File: config.mk
export PLATFORM = sky130hd
export DESIGN_NAME = flash_erase_protect_control
export DESIGN_NICKNAME = d
export VERILOG_FILES = /design/src/flash_erase_protect_control.v
export VERILOG_INCLUDE_DIRS = /design/src
export SDC_FILE = /design/constraint.sdc
export NUM_CORES = 1
export LEC_CHECK = 0
export BUFFER_PORTS_ARGS = -buffer_cell sky130_fd_sc_hd__buf_2
export CAP_MARGIN = 25
export CORE_MARGIN = 2
export CORE_UTILIZATION = 52
export DETAILED_ROUTE_END_ITERATION = 8
export GPL_TIMING_DRIVEN = 0
export PLACE_DENSITY = 0.81
export SETUP_SLACK_MARGIN = 0.05
export SYNTH_ARGS = -nofsm -noshare
export SYNTH_HDL_FRONTEND = slang
export SYNTH_SLANG_ARGS = --single-unit
File: constraint.sdc
create_clock -name i_sys_clk -period 7.3 [get_ports i_sys_clk]
set_clock_uncertainty 0.15 [all_clocks]
set_input_delay 0.73 -clock i_sys_clk [delete_from_list [all_inputs] [get_ports i_sys_clk]]
set_output_delay 0.73 -clock i_sys_clk [all_outputs]
set_load 0.01 [all_outputs]
File: src/flash_ctrl_defines.vh
// Register offsets, field positions and mode codes of the flash sequencer
`ifndef FLASH_CTRL_DEFINES_VH
`define FLASH_CTRL_DEFINES_VH

// ------------------------------------------------------------------
// Register byte offsets
// ------------------------------------------------------------------
`define OFS_CTRL_ONE     4'h0
`define OFS_CTRL_TWO     4'h4
`define OFS_BLK_ONE      4'h8
`define OFS_BLK_TWO      4'hc

// ------------------------------------------------------------------
// Control register one fields
// ------------------------------------------------------------------
`define BIT_PROG_EXEC    0
`define BIT_ERASE_EXEC   1
`define BIT_PROG_VERIFY  2
`define BIT_ERASE_VERIFY 3
`define BIT_SW_ENABLE    6
`define CTRL_ONE_MASK    8'h4f

// ------------------------------------------------------------------
// Control register two fields
// ------------------------------------------------------------------
`define BIT_ERROR_FLAG   7
`define BIT_MODE_LO      0

// ------------------------------------------------------------------
// Reset values and constants
// ------------------------------------------------------------------
`define RESET_BYTE       8'h00
`define RESP_OKAY        2'b00
`define RESP_SLVERR      2'b10
`define VERIFY_BYTE      8'hff
`define BLOCK_ALL_CLEAR  16'h0000

// ------------------------------------------------------------------
// Flash array modes
// ------------------------------------------------------------------
`define MODE_IDLE        3'h0
`define MODE_PROGRAM     3'h1
`define MODE_ERASE       3'h2
`define MODE_PVERIFY     3'h3
`define MODE_EVERIFY     3'h4

// ------------------------------------------------------------------
// Chip power states
// ------------------------------------------------------------------
`define PWR_ACTIVE       3'h0
`define PWR_SLEEP        3'h1
`define PWR_WATCH        3'h2
`define PWR_STANDBY      3'h3
`define PWR_MODSTOP      3'h4
`define PWR_SUBACTIVE    3'h5
`define PWR_SUBSLEEP     3'h6

`endif

File: src/flash_erase_protect_control.v
// Flash program/erase sequencer with protection, interrupt lockout and power states
//
// Design decisions made here: the address map and the AXI4-Lite register port.
`timescale 1ns/1ps
`include "flash_ctrl_defines.vh"

module flash_erase_protect_control (
    input  wire        i_sys_clk,
    input  wire        i_reset,
    // AXI4-Lite slave
    input  wire [3:0]  i_awaddr,
    input  wire        i_awvalid,
    output wire        o_awready,
    input  wire [31:0] i_wdata,
    input  wire [3:0]  i_wstrb,
    input  wire        i_wvalid,
    output wire        o_wready,
    output reg  [1:0]  o_bresp,
    output reg         o_bvalid,
    input  wire        i_bready,
    input  wire [3:0]  i_araddr,
    input  wire        i_arvalid,
    output wire        o_arready,
    output reg  [31:0] o_rdata,
    output reg  [1:0]  o_rresp,
    output reg         o_rvalid,
    input  wire        i_rready,
    // Chip state
    input  wire        i_write_enable_pin,
    input  wire [2:0]  i_power_state,
    input  wire        i_boot_running,
    input  wire        i_ram_overlay_enable,
    // CPU activity on flash
    input  wire        i_flash_read,
    input  wire        i_exception,
    input  wire        i_sleep_exec,
    input  wire        i_dma_grant,
    input  wire        i_flash_write,
    input  wire        i_flash_addr_lsb,
    input  wire [7:0]  i_flash_wdata,
    input  wire [15:0] i_array_rdata,
    // Flash array side
    output reg  [2:0]  o_array_mode,
    output reg  [15:0] o_array_block_sel,
    output reg         o_verify_armed,
    output reg  [15:0] o_flash_rdata,
    output reg         o_flash_powered,
    output reg         o_flash_read_only,
    output reg         o_irq_mask,
    output reg         o_error_flag
);

    // ------------------------------------------------------------------
    // Register state
    // ------------------------------------------------------------------
    reg  [7:0]  flash_ctrl_reg_one;
    reg  [7:0]  erase_block_sel_one;
    reg  [7:0]  erase_block_sel_two;
    reg         aw_held;
    reg         w_held;
    reg  [3:0]  aw_addr;
    reg  [31:0] w_data;
    reg  [3:0]  w_strb;
    reg  [2:0]  next_mode;
    // Control register two is built on read and holds no state of its own
    reg  [7:0]  ctrl_two_view;
    reg  [31:0] read_word;
    reg         we_sync_a;
    reg         we_sync_b;
    reg         we_sync_c;
    reg         we_level;

    wire        hw_protect;
    wire        low_power;
    wire        executing;
    wire        busy_mode;
    wire        verify_mode;
    wire        error_event;
    wire        do_write;
    wire        aw_mapped;
    wire        ar_mapped;
    wire [15:0] block_sel;

    // Standby, watch and module stop count as hardware protection
    assign hw_protect = (i_power_state == `PWR_STANDBY) ||
                        (i_power_state == `PWR_WATCH) ||
                        (i_power_state == `PWR_MODSTOP);

    // Subclock states keep the array readable but never writable
    assign low_power = (i_power_state == `PWR_SUBACTIVE) ||
                       (i_power_state == `PWR_SUBSLEEP);

    assign block_sel = {erase_block_sel_two, erase_block_sel_one};

    assign executing = flash_ctrl_reg_one[`BIT_PROG_EXEC] |
                       flash_ctrl_reg_one[`BIT_ERASE_EXEC];

    assign busy_mode   = (o_array_mode == `MODE_PROGRAM) || (o_array_mode == `MODE_ERASE);
    assign verify_mode = (o_array_mode == `MODE_PVERIFY) || (o_array_mode == `MODE_EVERIFY);

    // Any illegal CPU activity during program or erase
    assign error_event = busy_mode &&
                         (i_flash_read ||
                          i_exception ||
                          i_sleep_exec ||
                          i_dma_grant);

    // ------------------------------------------------------------------
    // Write-enable pin synchroniser
    // ------------------------------------------------------------------
    // The pin is asynchronous; a level counts only once the two late stages
    // agree, so a glitch shorter than a clock never opens the array.
    // Resets to the protected level at the cost of a few cycles of latency.
    always @(posedge i_sys_clk or posedge i_reset) begin
        if (i_reset) begin
            we_sync_a <= 1'b0;
            we_sync_b <= 1'b0;
            we_sync_c <= 1'b0;
            we_level  <= 1'b0;
        end else begin
            we_sync_a <= i_write_enable_pin;
            we_sync_b <= we_sync_a;
            we_sync_c <= we_sync_b;
            if (we_sync_b == we_sync_c) begin
                we_level <= we_sync_c;
            end
        end
    end

    // ------------------------------------------------------------------
    // AXI4-Lite write path
    // ------------------------------------------------------------------
    // A write answers one cycle after both halves are held; one at a time
    assign o_awready = ~aw_held & ~o_bvalid;
    assign o_wready  = ~w_held & ~o_bvalid;
    assign do_write  = aw_held & w_held & ~o_bvalid;

    // Only aligned words inside the map answer OKAY; anything else is refused
    assign aw_mapped = (aw_addr[1:0] == 2'b00) && (aw_addr <= `OFS_BLK_TWO);
    assign ar_mapped = (i_araddr[1:0] == 2'b00) && (i_araddr <= `OFS_BLK_TWO);

    always @(posedge i_sys_clk or posedge i_reset) begin
        if (i_reset) begin
            aw_held  <= 1'b0;
            w_held   <= 1'b0;
            aw_addr  <= 4'h0;
            w_data   <= 32'h0000_0000;
            w_strb   <= 4'h0;
            o_bvalid <= 1'b0;
            o_bresp  <= `RESP_OKAY;
        end else begin
            if (i_awvalid && o_awready) begin
                aw_held <= 1'b1;
                aw_addr <= i_awaddr;
            end
            if (i_wvalid && o_wready) begin
                w_held <= 1'b1;
                w_data <= i_wdata;
                w_strb <= i_wstrb;
            end
            if (do_write) begin
                aw_held  <= 1'b0;
                w_held   <= 1'b0;
                o_bvalid <= 1'b1;
                o_bresp  <= aw_mapped ? `RESP_OKAY : `RESP_SLVERR;
            end else if (o_bvalid && i_bready) begin
                o_bvalid <= 1'b0;
            end
        end
    end

    // ------------------------------------------------------------------
    // Control and block select registers
    // ------------------------------------------------------------------
    // Only the low byte lane carries register data; other lanes ignored
    always @(posedge i_sys_clk or posedge i_reset) begin
        if (i_reset) begin
            flash_ctrl_reg_one  <= `RESET_BYTE;
            erase_block_sel_one <= `RESET_BYTE;
            erase_block_sel_two <= `RESET_BYTE;
        end else if (hw_protect) begin
            flash_ctrl_reg_one  <= `RESET_BYTE;
            erase_block_sel_one <= `RESET_BYTE;
            erase_block_sel_two <= `RESET_BYTE;
        end else if (do_write && w_strb[0]) begin
            case (aw_addr)
                `OFS_CTRL_ONE: flash_ctrl_reg_one  <= w_data[7:0] & `CTRL_ONE_MASK;
                `OFS_BLK_ONE:  erase_block_sel_one <= w_data[7:0];
                `OFS_BLK_TWO:  erase_block_sel_two <= w_data[7:0];
                default:       flash_ctrl_reg_one  <= flash_ctrl_reg_one;
            endcase
        end
    end

    // ------------------------------------------------------------------
    // Error flag
    // ------------------------------------------------------------------
    // Sticky until reset or a halt state (standby, watch, module stop) clears the control registers
    // Reset and the halt states win over a same-cycle event: the array is
    // being shut down, so the flag would be wiped at once anyway
    always @(posedge i_sys_clk or posedge i_reset) begin
        if (i_reset) begin
            o_error_flag <= 1'b0;
        end else if (hw_protect) begin
            o_error_flag <= 1'b0;
        end else if (error_event) begin
            o_error_flag <= 1'b1;
        end
    end

    // ------------------------------------------------------------------
    // Array mode selection
    // ------------------------------------------------------------------
    // Verify outranks execute so software can still verify under error;
    // subclock states are read only, so they refuse every array mode
    always @* begin
        next_mode = `MODE_IDLE;
        if (hw_protect || low_power || !we_level ||
            !flash_ctrl_reg_one[`BIT_SW_ENABLE]) begin
            next_mode = `MODE_IDLE;
        end else if (flash_ctrl_reg_one[`BIT_PROG_VERIFY]) begin
            next_mode = `MODE_PVERIFY;
        end else if (flash_ctrl_reg_one[`BIT_ERASE_VERIFY]) begin
            next_mode = `MODE_EVERIFY;
        end else if (o_error_flag || error_event || i_ram_overlay_enable) begin
            next_mode = `MODE_IDLE;
        end else if (flash_ctrl_reg_one[`BIT_PROG_EXEC]) begin
            next_mode = `MODE_PROGRAM;
        end else if (flash_ctrl_reg_one[`BIT_ERASE_EXEC] &&
                     block_sel != `BLOCK_ALL_CLEAR) begin
            next_mode = `MODE_ERASE;
        end
    end

    // Erase goes straight from idle; no pre-write step is tracked
    always @(posedge i_sys_clk or posedge i_reset) begin
        if (i_reset) begin
            o_array_mode      <= `MODE_IDLE;
            o_array_block_sel <= `BLOCK_ALL_CLEAR;
        end else begin
            o_array_mode      <= next_mode;
            o_array_block_sel <= (next_mode == `MODE_ERASE) ?
                                 block_sel : `BLOCK_ALL_CLEAR;
        end
    end

    // ------------------------------------------------------------------
    // Verify dummy write and data path
    // ------------------------------------------------------------------
    always @(posedge i_sys_clk or posedge i_reset) begin
        if (i_reset) begin
            o_verify_armed <= 1'b0;
            o_flash_rdata  <= 16'h0000;
        end else begin
            // A dummy write outside a verify mode is ignored; leaving verify disarms
            if (!verify_mode) begin
                o_verify_armed <= 1'b0;
            end else if (i_flash_write && !i_flash_addr_lsb &&
                         i_flash_wdata == `VERIFY_BYTE) begin
                o_verify_armed <= 1'b1;
            end
            // Undefined during execution: all ones rather than stored data
            if (executing) begin
                o_flash_rdata <= 16'hffff;
            end else begin
                o_flash_rdata <= i_array_rdata;
            end
        end
    end

    // ------------------------------------------------------------------
    // Interrupt lockout and power state
    // ------------------------------------------------------------------
    // Mask follows the execute bits, not the mode, so a refused start still masks
    always @(posedge i_sys_clk or posedge i_reset) begin
        if (i_reset) begin
            o_irq_mask        <= 1'b0;
            o_flash_powered   <= 1'b0;
            o_flash_read_only <= 1'b0;
        end else begin
            o_irq_mask        <= executing | i_boot_running;
            o_flash_powered   <= ~hw_protect;
            o_flash_read_only <= low_power;
        end
    end

    // ------------------------------------------------------------------
    // AXI4-Lite read path
    // ------------------------------------------------------------------
    // One read in flight; the address is decoded in the cycle it is taken
    assign o_arready = ~o_rvalid;

    always @* begin
        ctrl_two_view = `RESET_BYTE;
        ctrl_two_view[`BIT_ERROR_FLAG] = o_error_flag;
        ctrl_two_view[`BIT_MODE_LO +: 3] = o_array_mode;
        case (i_araddr)
            `OFS_CTRL_ONE: read_word = {24'h000000, flash_ctrl_reg_one};
            `OFS_CTRL_TWO: read_word = {24'h000000, ctrl_two_view};
            `OFS_BLK_ONE:  read_word = {24'h000000, erase_block_sel_one};
            `OFS_BLK_TWO:  read_word = {24'h000000, erase_block_sel_two};
            default:       read_word = 32'h0000_0000;
        endcase
    end

    always @(posedge i_sys_clk or posedge i_reset) begin
        if (i_reset) begin
            o_rvalid <= 1'b0;
            o_rdata  <= 32'h0000_0000;
            o_rresp  <= `RESP_OKAY;
        end else if (i_arvalid && o_arready) begin
            o_rvalid <= 1'b1;
            o_rdata  <= read_word;
            o_rresp  <= ar_mapped ? `RESP_OKAY : `RESP_SLVERR;
        end else if (o_rvalid && i_rready) begin
            o_rvalid <= 1'b0;
        end
    end

endmodule

# == After elaboration in Yosys (flattened, before gate mapping) ==
# Index checks and enable logic that the tools add are counted.
# word_totals
memories,0
input_bits,87
latch_bits,0
regBits,121
mem_bits_rw,0
romBits,0
# classes
shift,0
mul,0
div,0
n_bitwise,11
n_addsub,0
reduce_logical,45
magnitude_cmp,2
mux,32
n_eq_ne,18
# ops
cell,n
8-bit two-way mux,9
16-bit two-way mux,2
8-bit one-hot mux with 4 select lines,1
2-bit nonzero test,9
"4-bit == test, second input constant",4
16-bit nonzero test,1
"3-bit by 2-bit == test with 1-bit output, second input constant",5
1-bit logical OR,13
"3-bit == test, second input constant",4
1-bit logical AND,12
1-bit two-way mux,12
2-bit two-way mux,5
3-bit two-way mux,3
"8-bit == test, second input constant",1
"4-bit <= comparator, second input constant",2
4-bit zero test,2
2-bit AND reduction,3
1-bit NOT,5
1-bit AND,4
"4-bit by 3-bit == test with 1-bit output, second input constant",1
2-bit zero test,2
"3-bit by 1-bit == test with 1-bit output, second input constant",1
1-bit zero test,3
"2-bit by 1-bit != test with 1-bit output, second input constant",1
2 further kinds,3

# == Longest topological paths before layout ==
# logic_depth
word_depth,12
mapped_depth,5

# == Worst setup path before layout ==
# OpenSTA, ideal clock, no wires.
# synth_timing
kind,input to register
startpoint,input i_ram_overlay_enable
endpoint,register o_array_block_sel[14]
arrival_ns,2.054
required_time_ns,7.068
stages,5
n_path_buf,2
setup_ns,0.082
setup_slack_ns,5.014
path_cell_list,or4b_1 buf_2 buf_6 or4b_1 nor3_2
# synth_via
elab_chain_cells,7
# synth_rtl
element,line,rtl
from (decl),flash_erase_protect_control.v:32,"input wire i_ram_overlay_enable,"
1-bit logical OR,flash_erase_protect_control.v:225,end else if (o_error_flag || error_event || i_ram_overlay_enable) begin
2-bit two-way mux,flash_erase_protect_control.v:225,
3-bit two-way mux,flash_erase_protect_control.v:223,end else if (flash_ctrl_reg_one[`BIT_ERASE_VERIFY]) begin
3-bit two-way mux,flash_erase_protect_control.v:221,end else if (flash_ctrl_reg_one[`BIT_PROG_VERIFY]) begin
3-bit two-way mux,flash_erase_protect_control.v:218,if (hw_protect || low_power || !we_level ||
3-bit by 2-bit == test with 1-bit output (no source line),--,
16-bit two-way mux (no source line),--,
to (signal assigned),flash_erase_protect_control.v:239,o_array_block_sel <= `BLOCK_ALL_CLEAR;
to (signal assigned),flash_erase_protect_control.v:242,o_array_block_sel <= (next_mode == `MODE_ERASE) ?
to (decl),flash_erase_protect_control.v:44,"output reg [15:0] o_array_block_sel,"
# Every way passes these cells.
# A chain may end at the register's enable or synchronous reset.

# == Worst setup path after layout ==
# layout_timing
startpoint,input i_power_state[2]
endpoint,register o_array_block_sel[8]
# layout_via
elab_chain_cells,9
word_cells_on_any_way,14
cone_classes,eq/ne (6); mux (2); reduce/logical (6)
# layout_rtl
element,line,rtl
from (decl),flash_erase_protect_control.v:30,"input wire [2:0] i_power_state,"
3-bit by 2-bit == test with 1-bit output (no source line),--,
1-bit logical OR (2 in series),flash_erase_protect_control.v:85,assign hw_protect = (i_power_state == `PWR_STANDBY) ||
1-bit logical OR (*) (3 in series),flash_erase_protect_control.v:218,
3-bit two-way mux (*),flash_erase_protect_control.v:218,
3-bit by 2-bit == test with 1-bit output (no source line) (*),--,
16-bit two-way mux (no source line) (*),--,
# Every way passes the cells marked *; elsewhere a longest branch is shown, timed or not.

==> run summary <==
The clock passes through at most 2 buffers. Buffers placed on the I/O ports in this run total 112. In the final design database the tool counted 585 nets. By count the netlist is led by sky130_fd_sc_hd__dfrtp_1 (92), sky130_fd_sc_hd__nand3_1 (29), sky130_fd_sc_hd__buf_4 (26), sky130_fd_sc_hd__mux2i_1 (20). The number of core rows came out at 32.

For the portion of total power attributed to combinational logic, the log shows 0.187. Summed over all nets, the switching power comes to 374 uW. In this run the clock root is driven by a sky130_fd_sc_hd__clkbuf_8. Timing would allow up to 0.460 GHz. The worst setup path is launched from an input pin. The worst-case IR drop observed on VDD is 153 uV. In this run the worst hold path is classified as register to register.

The internal power of the cells totals 893 uW. The tools report the max-slew violation count as 0. Fraction of power consumed by sequential logic: 0.505.

At the end of routability-driven placement, the weighted congestion stood at 0.922. Along the worst path, the maximum fanout reaches 10. The data required time at the worst endpoint is 7380 ps, and the total of flip-flops plus latches after synthesis is 92. The logs give 0.308 for the clock network power share and 0.00769 mm^2 for the standard cell core area. Clock-pin slew was measured on the worst setup and hold paths at 90 ps. The detail-routed net length per standard cell came out at 14.7 um.

TritonCTS created 9 clock buffers. The remaining antenna violation count is 0. For the worst max-slew margin expressed relative to the limit, the log shows 0.462. Cell type contributing the most total cell area after synthesis: sky130_fd_sc_hd__dfrtp_1.

The number of instances resized during post-cts repair was 0. For the final hold violation count, the log shows 0. The tools report the cell leakage power as 2.56 nW. For this run, design rule violations remaining after detail routing come to 0. TritonCTS built the clock tree. The clock net in this run drives a total of 92 sinks. Dividing the detail-routed via count by the number of cells gives 5.24. At the later pin of the worst-skew pair, clock insertion delay measures 360 ps. The combined area of all synthesized cells is 0.00412 mm^2, and the count of inserted antenna diode cells is 0. The post-layout minimum cycle time is 2170 ps, and the number of warnings printed during yosys synthesis is 0. The H-tree was split into 3 levels. Sorting the synthesized cells by area gives the leading types as sky130_fd_sc_hd__dfrtp_1 (56%), sky130_fd_sc_hd__mux2i_1 (4.9%), sky130_fd_sc_hd__buf_4 (4.7%). The initial antenna violation count came out at 0. The number of global-route vias before repair came out at 3016. Effective utilization at floorplan: 0.535. The fraction of power spent switching nets was 0.295. Entering global routing, the biggest net connects 52 pins. The number of enable-type register cells in the synthesized netlist came out at 0. The final layout contains routed wiring with a total length of 8.89 mm. For this run, the leading register cell type out of synthesis is sky130_fd_sc_hd__dfrtp_1.

The height of the die was 93.0 um. The first routing iteration left 188 violations. In the final timing run, aggregate negative setup slack is 0 ps. The ratio of total power to cell area works out to 246 mW/mm^2. The total routing usage reported by global routing is 0.213, and the actual transition at the worst max-transition pin is 800 ps. The number of distinct library cells after synthesis is 47, and the number of instances in the synthesized netlist is 349. The first global-routing pass estimated 14.4 mm of wire. The total global routing overflow was 0; the layout overhead on the synthesized area was 25.3%. Share of the synthesized area in the top cell type: 0.559. Post-synthesis async set-or-reset flop share: 1.00. Post-CTS timing repair inserted 0 buffers for setup. For the worst setup path, the data arrival time is 2250 ps. The tools report the die area as 0.00864 mm^2. Setup repair after global routing left no endpoint under its margin. The tools report the utilization after layout as 0.671.

The run gives 0.559 as the portion of the post-synthesis area used by sequential elements. Pin placement for this block handled 168 I/O pins. The tools report the count of hold buffers inserted by post-cts repair as 0.

The share of cells above drive strength 1 was 0.346. Type of destination of the critical path: a register. The flow ran to the end, and the final reports show no timing, DRC or antenna violations. Part of the cycle the worst path needs: 0.297. After legalization and detailed placement, the total HPWL measured 6.80 mm.

Most used standard cell by instance count after synthesis: sky130_fd_sc_hd__dfrtp_1. Setup violations remaining at the end of the flow were counted as 0. Across the run, the number of max-cap violations was 0. In this run the horizontal extent of the chip is 93.0 um. For the total number of vias, the log shows 3168. The number of search-and-repair iterations in the first detailed-routing pass is 4.

A synthesized cell averages 11.8 um^2. The critical path is of the input pin to register type.
==> critical path, stage by stage <==
cell	delay [ps]
sky130_fd_sc_hd__buf_2	120
sky130_fd_sc_hd__and3_1	210
sky130_fd_sc_hd__o2111ai_1	640
sky130_fd_sc_hd__clkbuf_1	440
sky130_fd_sc_hd__nor3_1	110
==> cell usage in the layout, fill, tap and decap left out, types with 3 or more instances in the layout <==
cell,n
sky130_fd_sc_hd__buf_2,116
sky130_fd_sc_hd__dfrtp_1,92
sky130_fd_sc_hd__nand3_1,29
sky130_fd_sc_hd__buf_4,26
sky130_fd_sc_hd__conb_1,26
sky130_fd_sc_hd__mux2i_1,20
sky130_fd_sc_hd__clkbuf_1,17
sky130_fd_sc_hd__or3_1,17
sky130_fd_sc_hd__nor3_1,14
sky130_fd_sc_hd__or4b_1,12
sky130_fd_sc_hd__mux2_1,9
sky130_fd_sc_hd__clkbuf_8,9
sky130_fd_sc_hd__nand2_1,8
sky130_fd_sc_hd__nand4b_1,8
sky130_fd_sc_hd__o21ai_0,8
sky130_fd_sc_hd__a22o_1,8
sky130_fd_sc_hd__inv_1,7
sky130_fd_sc_hd__nor2_1,7
sky130_fd_sc_hd__a21oi_1,7
sky130_fd_sc_hd__nor4_1,6
sky130_fd_sc_hd__mux2_2,6
sky130_fd_sc_hd__nor2b_1,4
sky130_fd_sc_hd__nor3_2,4
sky130_fd_sc_hd__inv_6,3
==> kinds of logic after synthesis <==
family | count (synthesis) | share of synthesized area
flops | 92 | 0.559
simple gates | 124 | 0.192
compound gates | 34 | 0.0553
other cells | 1 | 0.000911
buf+inv | 57 | 0.0787
xor+xnor | 2 | 0.00426
fa+ha+maj | 1 | 0.00243
mux | 38 | 0.107
==> worst paths after layout <==
path | start | endpoint | slack, ps | cells after the start
min in group asynchronous | i_reset | o_flash_rdata[0] | 240 | 2
worst max register to register | o_array_mode[0] | o_array_block_sel[8] | 5170 | 4
worst min register to register | we_sync_a | we_sync_b | 210 | 0
max in group asynchronous | i_reset | erase_block_sel_one[2] | 6140 | 3
worst min-delay path | we_sync_a | we_sync_b | 210 | 0
worst max-delay path | i_power_state[2] | o_array_block_sel[8] | 5130 | 5
==> registers in the layout, indices dropped and copies added, names as in the netlist, 3 cells and up <==
signal and cells:
aw_addr 4, o_flash_rdata 16, w_data 8, o_array_block_sel 16
o_array_mode 3, flash_ctrl_reg_one 5, erase_block_sel_two 8, o_rdata 8
erase_block_sel_one 8
==> routing by layer <==
metal  up-vias  track usage  share of wire
met5         -            0              0
met4         0       0.0895          0.024
met3        18       0.0322          0.050
met2       108        0.362           0.51
met1      1518        0.274           0.42
li1       1524            -              -
==> through the flow <==
| step | power, mW | instances | hold slack (ps) | instance area [um^2] | setup slack, ps |
|---|---|---|---|---|---|
| after detailed placement | 0.889 | 589 | 194 | 4930 | 4780 |
| after global routing | 1.34 | 605 | 218 | 5160 | 5040 |
| after floorplan | 0.797 | 374 | 181 | 4210 | 4030 |
| after CTS | 1.28 | 605 | 214 | 5160 | 5160 |
| final | 1.27 | 605 | 210 | 5160 | 5130 |
| after global placement | 0.872 | 588 | 185 | 4900 | 3210 |
==> area by class of cell <==
class                   instances  area, um^2
inverters                       8        32.5
plain buffers                  49         294
well taps                     102         128
multi-input cells             225        1580
clock inverters                 7         105
repair buffers                113         588
clock buffers                   9         124
fillers                       634        2530
flip-flops and latches         92        2300
==> power groups by stage <==
stage	clock [mW]	sequential [mW]	combinational, mW
2_1_floorplan	0	0.638	0.159
3_3_place_gp	0	0.645	0.227
3_5_place_dp	0	0.649	0.240
4_1_cts	0.398	0.639	0.240
5_1_grt	0.425	0.647	0.264
6_report	0.390	0.640	0.237
(Power assumes the default switching activity.)
